$ cat config.mk
export PLATFORM = sky130hd
export DESIGN_NAME = bpc_channel
export DESIGN_NICKNAME = d
export VERILOG_FILES = /design/src/verilog/bpc_pkg.sv /design/src/verilog/bpc_channel.sv
export SDC_FILE = /design/constraint.sdc
export NUM_CORES = 1
export LEC_CHECK = 0
export ABC_AREA = 0
export BUFFER_PORTS_ARGS = -buffer_cell sky130_fd_sc_hd__buf_2
export CAP_MARGIN = 20
export CORE_AREA = 2 2 100 102
export CTS_BUF_LIST = sky130_fd_sc_hd__clkbuf_4 sky130_fd_sc_hd__clkbuf_8
export CTS_CLUSTER_SIZE = 14
export DETAILED_ROUTE_END_ITERATION = 10
export DIE_AREA = 0 0 102 104
export GPL_TIMING_DRIVEN = 1
export PLACE_DENSITY = 0.63
export SLEW_MARGIN = 0
export SYNTH_ARGS = -nofsm -noshare
export SYNTH_HDL_FRONTEND = slang
export SYNTH_SLANG_ARGS = --single-unit
$ cat constraint.sdc
create_clock -name clk -period 3.2 [get_ports clk]
set_input_delay 0.64 -clock clk [delete_from_list [all_inputs] [get_ports clk]]
set_output_delay 0.64 -clock clk [all_outputs]
set_load 0.05 [all_outputs]
$ cat src/verilog/bpc_pkg.sv
// Functional notes
// - entering output mode loads inverse edge polarity
// - duty match sets duty, period match period
// - period equals period match times prescale ratio
// - duty percent is (period minus duty) over period
// - transfer disable freezes active match values in run; entry still loads them
// - force match acts as duty comparison event
package bpc_pkg;
  localparam int unsigned BPC_CNT_W   = 16;
  localparam int unsigned BPC_PRE_W   = 8;
  localparam logic [15:0] BPC_CNT_ONE = 16'h0001;
  localparam logic [7:0]  BPC_PRE_ONE = 8'h01;
  localparam logic [15:0] BPC_RST_VAL = 16'h0000;

  typedef enum logic [1:0] {
    BPC_IDLE = 2'b00,
    BPC_RUN  = 2'b01
  } bpc_state_e;
endpackage : bpc_pkg

$ cat src/verilog/bpc_channel.sv
`timescale 1ns/1ps
module bpc_channel
  import bpc_pkg::*;
#(
  parameter int unsigned CNT_W = BPC_CNT_W,
  parameter int unsigned PRE_W = BPC_PRE_W
) (
  // clock and reset
  input  wire logic             clk,
  input  wire logic             nrst,
  // configuration
  input  wire logic             pwm_mode_en,
  input  wire logic             edge_pol,
  input  wire logic             presc_en,
  input  wire logic [PRE_W-1:0] presc_div,
  input  wire logic             xfer_dis,
  input  wire logic             force_match_a,
  // buffered match values
  input  wire logic [CNT_W-1:0] duty_match_buffer,
  input  wire logic [CNT_W-1:0] period_match_buffer,
  // status and pin
  output logic [CNT_W-1:0]      duty_match_active,
  output logic [CNT_W-1:0]      period_match_active,
  output logic [CNT_W-1:0]      count_val,
  output logic                  period_tick,
  output logic                  pwm_out
);

  // package constants resized to the parameter widths
  localparam logic [CNT_W-1:0] CNT_ONE = CNT_W'(BPC_CNT_ONE);
  localparam logic [CNT_W-1:0] CNT_RST = CNT_W'(BPC_RST_VAL);
  localparam logic [PRE_W-1:0] PRE_ONE = PRE_W'(BPC_PRE_ONE);

  bpc_state_e       state_ff, nxt_state;
  logic [PRE_W-1:0] pre_ff, nxt_pre;
  logic [CNT_W-1:0] cnt_ff, nxt_cnt;
  logic [CNT_W-1:0] duty_ff, nxt_duty;
  logic [CNT_W-1:0] per_ff, nxt_per;
  logic             out_ff, nxt_out;
  logic             tick_ff, nxt_tick;
  logic             entry;
  logic             running;
  logic             pre_tick;
  logic             at_end;
  logic             duty_hit;

  assign duty_match_active   = duty_ff;
  assign period_match_active = per_ff;
  assign count_val           = cnt_ff;
  assign period_tick         = tick_ff;
  assign pwm_out             = out_ff;

  // shared decodes
  assign entry    = (state_ff == BPC_IDLE) && pwm_mode_en;
  assign running  = (state_ff == BPC_RUN) && pwm_mode_en;
  assign pre_tick = presc_en && (pre_ff + PRE_ONE >= presc_div);
  assign at_end   = pre_tick && (cnt_ff >= per_ff);
  assign duty_hit = pre_tick && !at_end && (cnt_ff == duty_ff);

  // sequencer
  always_comb begin
    nxt_state = state_ff;
    case (state_ff)
      BPC_IDLE: begin
        if (pwm_mode_en) begin
          nxt_state = BPC_RUN;
        end
      end
      BPC_RUN: begin
        // leaving the mode freezes pin and match values
        if (!pwm_mode_en) begin
          nxt_state = BPC_IDLE;
        end
      end
      default: nxt_state = BPC_IDLE;
    endcase
  end

  always_ff @(posedge clk) begin
    if (!nrst) begin
      state_ff <= BPC_IDLE;
    end else begin
      state_ff <= nxt_state;
    end
  end

  // prescaler
  always_comb begin
    nxt_pre = pre_ff;
    if (state_ff != BPC_RUN) begin
      // restart so the first period is whole
      nxt_pre = '0;
    end else if (presc_en) begin
      // >= so a lowered ratio cannot strand the count
      nxt_pre = pre_tick ? '0 : PRE_W'(pre_ff + PRE_ONE);
    end
  end

  always_ff @(posedge clk) begin
    if (!nrst) begin
      pre_ff <= '0;
    end else begin
      pre_ff <= nxt_pre;
    end
  end

  // period counter
  always_comb begin
    nxt_cnt = cnt_ff;
    if (entry) begin
      nxt_cnt = CNT_ONE;
    end else if (running && pre_tick) begin
      nxt_cnt = at_end ? CNT_ONE : CNT_W'(cnt_ff + CNT_ONE);
    end
  end

  always_ff @(posedge clk) begin
    if (!nrst) begin
      cnt_ff <= CNT_RST;
    end else begin
      cnt_ff <= nxt_cnt;
    end
  end

  // active match values
  always_comb begin
    nxt_duty = duty_ff;
    nxt_per  = per_ff;
    if (entry || (running && at_end && !xfer_dis)) begin
      // both copied together so a period never mixes old and new
      nxt_duty = duty_match_buffer;
      nxt_per  = period_match_buffer;
    end
  end

  always_ff @(posedge clk) begin
    if (!nrst) begin
      duty_ff <= CNT_RST;
      per_ff  <= CNT_RST;
    end else begin
      duty_ff <= nxt_duty;
      per_ff  <= nxt_per;
    end
  end

  // pin and period pulse
  always_comb begin
    nxt_out  = out_ff;
    nxt_tick = 1'b0;
    if (entry) begin
      nxt_out = ~edge_pol;
    end else if (running) begin
      if (at_end) begin
        nxt_out  = ~edge_pol;
        nxt_tick = 1'b1;
      end else if (duty_hit) begin
        nxt_out = edge_pol;
      end
      if (force_match_a) begin
        nxt_out = edge_pol;
      end
    end
  end

  always_ff @(posedge clk) begin
    if (!nrst) begin
      out_ff  <= 1'b0;
      tick_ff <= 1'b0;
    end else begin
      out_ff  <= nxt_out;
      tick_ff <= nxt_tick;
    end
  end

  entry_level_a: assert property (@(posedge clk) disable iff (!nrst)
    (state_ff == BPC_IDLE && pwm_mode_en) |=> (pwm_out == ~$past(edge_pol)))
    else $error("entry level wrong");
  xfer_hold_a: assert property (@(posedge clk) disable iff (!nrst)
    (state_ff == BPC_RUN && pwm_mode_en && xfer_dis) |=> $stable(period_match_active))
    else $error("period changed while frozen");
  xfer_hold_duty_a: assert property (@(posedge clk) disable iff (!nrst)
    (state_ff == BPC_RUN && pwm_mode_en && xfer_dis) |=> $stable(duty_match_active))
    else $error("duty changed while frozen");
  force_out_a: assert property (@(posedge clk) disable iff (!nrst)
    (state_ff == BPC_RUN && pwm_mode_en && force_match_a) |=> (pwm_out == $past(edge_pol)))
    else $error("force match ignored");
  copy_bound_a: assert property (@(posedge clk) disable iff (!nrst)
    (state_ff == BPC_RUN && $past(state_ff) == BPC_RUN && $changed(period_match_active))
    |-> period_tick)
    else $error("period copy off boundary");
  copy_duty_a: assert property (@(posedge clk) disable iff (!nrst)
    (state_ff == BPC_RUN && $past(state_ff) == BPC_RUN && $changed(duty_match_active))
    |-> period_tick)
    else $error("duty copy off boundary");
  no_presc_a: assert property (@(posedge clk) disable iff (!nrst)
    (state_ff == BPC_RUN && !presc_en && pwm_mode_en) |=> $stable(count_val))
    else $error("count ran without prescaler");
  duty_edge_a: assert property (@(posedge clk) disable iff (!nrst)
    (state_ff == BPC_RUN && pwm_mode_en && pre_tick && !at_end && cnt_ff == duty_ff)
    |=> (pwm_out == $past(edge_pol)))
    else $error("duty edge missed");
  entry_load_a: assert property (@(posedge clk) disable iff (!nrst)
    (state_ff == BPC_IDLE && pwm_mode_en)
    |=> (count_val == CNT_ONE && period_match_active == $past(period_match_buffer)
         && duty_match_active == $past(duty_match_buffer)))
    else $error("entry load wrong");
  period_wrap_a: assert property (@(posedge clk) disable iff (!nrst)
    (state_ff == BPC_RUN && pwm_mode_en && at_end) |=> (count_val == CNT_ONE))
    else $error("period wrap wrong");
  count_range_a: assert property (@(posedge clk) disable iff (!nrst)
    (state_ff == BPC_RUN && per_ff != CNT_RST) |-> (cnt_ff <= per_ff))
    else $error("count beyond period");
  presc_clear_a: assert property (@(posedge clk) disable iff (!nrst)
    (state_ff == BPC_RUN && pwm_mode_en && pre_tick) |=> (pre_ff == '0))
    else $error("prescaler not restarted");

  run_c:   cover property (@(posedge clk) disable iff (!nrst) period_tick);
  force_c: cover property (@(posedge clk) disable iff (!nrst) force_match_a && pwm_mode_en);
  frz_c:   cover property (@(posedge clk) disable iff (!nrst) period_tick && xfer_dis);
  stall_c: cover property (@(posedge clk) disable iff (!nrst) state_ff == BPC_RUN && !presc_en);
  entry_c: cover property (@(posedge clk) disable iff (!nrst) state_ff == BPC_IDLE && pwm_mode_en);

endmodule : bpc_channel

==> metrics.txt, run 1 <==
outcome=completed; hold path start=pwm_out; fraction of registers with async set/reset=0%; Die Wd=102 um; GRT Total Usage=~16%; Mapped Nets=around 440; DR WL/cell=approximately 13 um; top cells by area, synth=dfxtp_1 (36%), ha_1 (11%), mux2i_1 (9.8%); # fillers=997; CTS Hold Bufs=0; post-synthesis sequential area ratio=roughly 36%; Crit Path Class=flop to flop; fin cells=around 600; Final Cell Area=~0.0042 sq mm; initial antenna violation count=0; starting density of the core=34.13%; number of DRC markers in iteration 0=approximately 110; final setup TNS=0 ps; Setup crit start kind=flop; diodes inserted=0; Sequential Power Share=~38%; Final Hold Fails=0; Final Slew Violations=0; Clock Path Buffers=2; DP Area=between 0.003 and 0.004 sq mm; Inst Count DP=roughly 600; Worst Setup SP=pre_ff[2]; total clock sinks=between 50 and 60; layout cell share with drive strength beyond 1=between 20% and 30%; top-area cell type share of the netlist area=between 30% and 40%; Final HPWL DP=around 6400 um; Power Internal=about 1500 uW; Routed WL=around 8200 um; total CTS buffers=9; part of the power in the clock network=between 30% and 40%; reg-to-reg startpoint=pre_ff[2]; library cells used by synthesis=43; Slew HR=about two thirds; cells after synthesis=between 300 and 400; Area growth syn-to-layout=29.25%; vias in the first global route=about 2,900; Cell Pwr Density=between 500 and 600 mW/mm^2; crit path max fanout=11; top cells by count, synth=nor2_1 (63), dfxtp_1 (59), mux2i_1 (32); clk root buf=clkbuf_8; Synth Flop Type=dfxtp_1; Placer Congestion=about 0.83; I/O pins=97; number of flops mapped to enable cells by yosys=0; post-synthesis register bit count=59; CTS tree=done; core box area=around 0.0095 sq mm; worst setup margin=165.8 ps; fin crit share=94.82%; Maximum Capacitance Violations=0; Critical Path AT=approximately 3300 ps; Logic pwr share=a little under a third; leakage power=0.002128 uW; post-route ant nets=0; die area=roughly 0.011 sq mm; area leader, netlist=dfxtp_1; Cell Rows=36; Hold WS=472.5 ps; gr ovfl total=0; I/O Buffers=96; Max VDD drop=approximately 280 uV; Via density=4.676; most common cell in the netlist=nor2_1; clk_lat worst skew=340 ps; First-pass DRT Iterations=4; die extent in y=104 um; Ys Warns=0; clock skew=roughly 12 ps; routed vias=around 2,900; synthesized cell area=around 0.0033 sq mm; switching share of power=a little over a third; Setup-failing EPs final=0; pre-CTS setup slack=-100.2 ps; Least-Margin Pin Slew=approximately 530 ps; Worst EP required=approximately 3500 ps; HP Class=flop to flop; CP Capture Type=flop; DRC=0; final critical-path required period=3034 ps; clock slew at the register clock pins of the worst setup and hold paths=60 ps; P_sw=just over 800 uW; post-CTS setup repair buffer count=0; Nets=approximately 550; global-route wire length before repair=13,740 um; post-synthesis average cell area=about 9 sq um; largest net degree at the start of global routing=19; CTS H-tree depth=3; Peak Freq=between 0.3 and 0.4 GHz
[power groups by stage]
stage	logic (uW)	clock network, uW	registers, uW
finish	710	693	861
global route	767	748	873
CTS	716	714	862
detailed placement	713	0	879
global placement	701	0	875
floorplan	355	0	1060
[layer usage]
| metal | global-route usage, % | routed length, um |
|---|---|---|
| met1 | 20.95 | 3915 |
| met2 | 26.36 | 3762 |
| met3 | 3.763 | 436 |
| met4 | 6.381 | 133 |
| met5 | 0 | 0 |
[per-stage QoR]
stage / utilization [%] / power, uW
2_1_floorplan: - / 1419
3_3_place_gp: 41.18 / 1576
3_5_place_dp: 41.18 / 1592
4_1_cts: 43.37 / 2293
5_1_grt: 44.12 / 2388
6_report: 44.12 / 2264
[worst max-delay path, stage by stage, from the launching register on]
cell	delay, ps
dfxtp_4	370
and3_4	200
and3_4	220
nand3_2	100
xnor2_2	160
ha_1	320
and4_4	240
nand2_1	90
o32ai_4	340
and2_4	230
buf_8	130
nand4_1	100
or3_1	310
a21oi_1	140
[cell usage in the layout (no fill, tap or decap), types with 8 or more instances in the layout]
master	Yosys	layout
inv_1	27	27
o21ai_0	10	10
nor2_1	63	63
xnor2_1	9	8
nand2_1	23	23
xor2_1	28	28
dfxtp_1	59	57
clkbuf_8	0	11
a21oi_1	15	15
ha_1	28	27
mux2i_1	32	32
buf_2	2	96
[worst paths after layout]
path | cells after the start | endpoint | slack [ps]
worst min-delay path | 2 | pwm_out | 470
worst max register to register | 13 | count_val[14] | 170
worst min register to register | 2 | pwm_out | 470
worst max-delay path | 13 | count_val[14] | 170
[registers in the layout, indices dropped and copies added, names as in the netlist]
signal,count
duty_match_active,16
pwm_out,1
period_tick,1
pre_ff,8
count_val,16
period_match_active,16
state_ff,1
[final cells by class]
| type | count | area (sq um) | share of cell area [%] |
|---|---|---|---|
| clock buffer | 11 | 151.4 | 3.594 |
| clock inverter | 4 | 50.05 | 1.188 |
| inverter | 28 | 105.1 | 2.495 |
| multi-input combinational | 270 | 1963 | 46.60 |
| sequential | 59 | 1189 | 28.22 |
| tap | 133 | 166.4 | 3.950 |
| timing repair buffer | 106 | 588.1 | 13.96 |
[cell families after synthesis]
| logic type | after synthesis | share of synthesized area [%] |
|---|---|---|
| compound gates | 44 | 9.328 |
| buf+inv | 38 | 5.489 |
| flops | 59 | 36.24 |
| mux | 32 | 9.827 |
| xor+xnor | 37 | 9.943 |
| fa+ha+maj | 28 | 10.75 |
| simple gates | 129 | 18.43 |
[repair_timing]
| action | CTS | global route |
|---|---|---|
| endpoints found under the hold margin | 0 | 0 |
| pin swaps | 0 | 3 |
| gates resized for setup | 1 | 18 |
| endpoints found under the setup margin | 8 | 47 |
(Power assumes the default switching activity.)
==> run 2, diff against run 1 <==
--- a/config.mk
+++ b/config.mk
@@ -6,15 +6,15 @@
 export NUM_CORES = 1
 export LEC_CHECK = 0
 export ABC_AREA = 0
-export BUFFER_PORTS_ARGS = -buffer_cell sky130_fd_sc_hd__buf_2
 export CAP_MARGIN = 20
 export CORE_AREA = 2 2 100 102
 export CTS_BUF_LIST = sky130_fd_sc_hd__clkbuf_4 sky130_fd_sc_hd__clkbuf_8
 export CTS_CLUSTER_SIZE = 14
 export DETAILED_ROUTE_END_ITERATION = 10
 export DIE_AREA = 0 0 102 104
+export DONT_BUFFER_PORTS = 1
 export GPL_TIMING_DRIVEN = 1
-export PLACE_DENSITY = 0.63
+export PLACE_DENSITY = 0.54
 export SLEW_MARGIN = 0
 export SYNTH_ARGS = -nofsm -noshare
 export SYNTH_HDL_FRONTEND = slang
==> run 2 against run 1 <==
  * Die area did not move
  * Sequential share of layout area rose by 2.4 points
  * Worst hold slack got worse by 30 ps
  * Setup slack improved by 75 ps
  * Count of clock-buffer cells in the layout rose by 1
  * Core utilization fell by 3.6 points
  * Clock power fell by 10%
  * Clock skew fell by 2.2 ps
  * Critical path type unchanged
  * Largest cell class unchanged
  * Largest power group unchanged
==> metrics.txt, run 2 (synthesis gave the netlist of run 1 again) <==
Power Internal=about 1400 uW; final critical-path required period=2960 ps; worst-path cell chain=and3_2 > and3_4 > nand3_1 > xnor2_1 > ha_1 > and4_1 > nand2_1 > o32ai_2 > and2_4 > buf_4 > nand4_1 > or3_1 > a21oi_1; global-route wire length before repair=about 13,000 um; fin crit share=92.49%; P_sw=around 800 uW; Via density=4.708; part of the power in the clock network=between 20 and 30%; CP Capture Type=flop; delay-heaviest family, CP=simple AND/OR/NAND/NOR gates; Reg2Reg Depth=13; Max VDD drop=280.8 uV; r2r setup slk=roughly 240 ps; Final Util=about 41%; commonest non-fill, non-tap cells in the layout=nor2_1 (63), dfxtp_1 (58), buf_4 (37), mux2i_1 (32); Sequential Power Share=44.4%; vias in the first global route=~2,600; hold path start=nrst; Cell Pwr Density=556.6 mW/mm^2; die extent in y=between 100 and 150 um; Final Hold Fails=0; Least-Margin Pin Slew=625.6 ps; core box area=0.009549 sq mm; Final Slew Violations=0; Die Wd=~100 um; largest net degree at the start of global routing=32; outcome=completed; DR WL/cell=about 15 um; crit path max fanout=11; number of DRC markers in iteration 0=between 100 and 150; Setup crit start kind=flop; commonest non-fill, non-tap cell in the layout=nor2_1; layout cell share with drive strength beyond 1=between 10% and 20%; leakage power=between 0.0015 and 0.002 uW; reg-to-reg startpoint=pre_ff[0]; Hold EP=count_val[0]; Clock Path Buffers=2; Maximum Capacitance Violations=0; diodes inserted=0; switching share of power=36.79%; Setup-failing EPs final=0; Hold Crit Depth=1; Routed WL=between 8000 and 9000 um; Critical Path AT=3220 ps; r2r endpoint=count_val[14]; I/O Buffers=0; post_cts resized=0; clock slew at the register clock pins of the worst setup and hold paths=~70 ps; RSZ-0062 raised after global routing=no; clock skew=between 9 and 10 ps; CTS tree=done; Crit Path Class=flop to flop; Logic pwr share=between 20% and 30%; DRC=0; Overall Power=approximately 2200 uW; starting density of the core=about a third; CP peak stage delay=around 360 ps; Critical Path Slowest Stage Cell=dfxtp_2; First-pass DRT Iterations=4; total CTS buffers=9; I/O pins=97; CTS Hold Bufs=0; routed vias=about 2,600; die area=0.01061 sq mm; clk root buf=clkbuf_8; gr ovfl total=0; GRT Total Usage=15.70%; Crit path buffers/inverters=1; post-route ant nets=0; Cell Rows=36; HP Class=input port to flop; Placer Congestion=between 0.7 and 0.8; post-CTS setup repair buffer count=0; Slew HR=58.23%; final setup TNS=0 ps; Final HPWL DP=approximately 6300 um; Peak Freq=between 0.3 and 0.4 GHz; total clock sinks=59; clk_lat worst skew=around 330 ps; CTS H-tree depth=3; Nets=approximately 480; initial antenna violation count=0; Area growth syn-to-layout=18.66%; Worst EP required=3460 ps
run 2: cell count changes in the layout (fill, tap and decap cells not counted), sizes merged:
cell,delta
buf,-67
bufinv,-1
clkbuf,+1
clkinv,+1
run 2: power by group through the flow:
stage	logic (uW)	clock network, uW	registers, uW
2_1_floorplan	355	0	1060
3_3_place_gp	564	0	972
3_5_place_dp	574	0	973
4_1_cts	576	652	956
5_1_grt	638	690	965
6_report	573	624	955
run 2: worst max-delay path by stage:
stage | slack [ps] | cells after the start | from | end
floorplan | 190 | 14 | pre_ff[2] | count_val[10]
global placement | 190 | 13 | pre_ff[0] | count_val[15]
detailed placement | 90 | 13 | pre_ff[0] | count_val[14]
CTS | 60 | 13 | pre_ff[0] | count_val[14]
global route | 10 | 13 | pre_ff[0] | count_val[14]
finish | 240 | 13 | pre_ff[0] | count_val[14]
run 2: through the flow:
stage          setup WS (ps)  instance area [sq um]  hold slack [ps]  std cells
6_report               240.4                   3867            442.2        545
5_1_grt                9.947                   3867            423.6        545
4_1_cts                60.07                   3841            429.7        545
3_5_place_dp           94.36                   3657            467.9        529
3_3_place_gp           186.2                   3657            459.6        529
2_1_floorplan          194.7                   3259            444.4        367
run 2: worst register-to-register path, stage by stage, from the launching register on:
cell,delay [ps]
dfxtp_2,360
and3_2,220
and3_4,210
nand3_1,90
xnor2_1,150
ha_1,320
and4_1,230
nand2_1,90
o32ai_2,250
and2_4,210
buf_4,180
nand4_1,120
or3_1,320
a21oi_1,140
run 2: final cells by class:
type                       count  area (sq um)
clock buffer                  12         158.9
clock inverter                 4         25.02
fill                         998          5682
inverter                      28         105.1
multi-input combinational    270          1921
sequential                    59          1182
tap                          133         166.4
timing repair buffer          39         309.0
run 2: metal layers:
layer  vias up  global-route usage (%)  share of wire, %
met5         -                       0                 0
met4         0                   3.714              0.90
met3         6                   5.108               4.8
met2        58                   24.01                46
met1      1173                   21.37                48
li1       1329                       -                 -
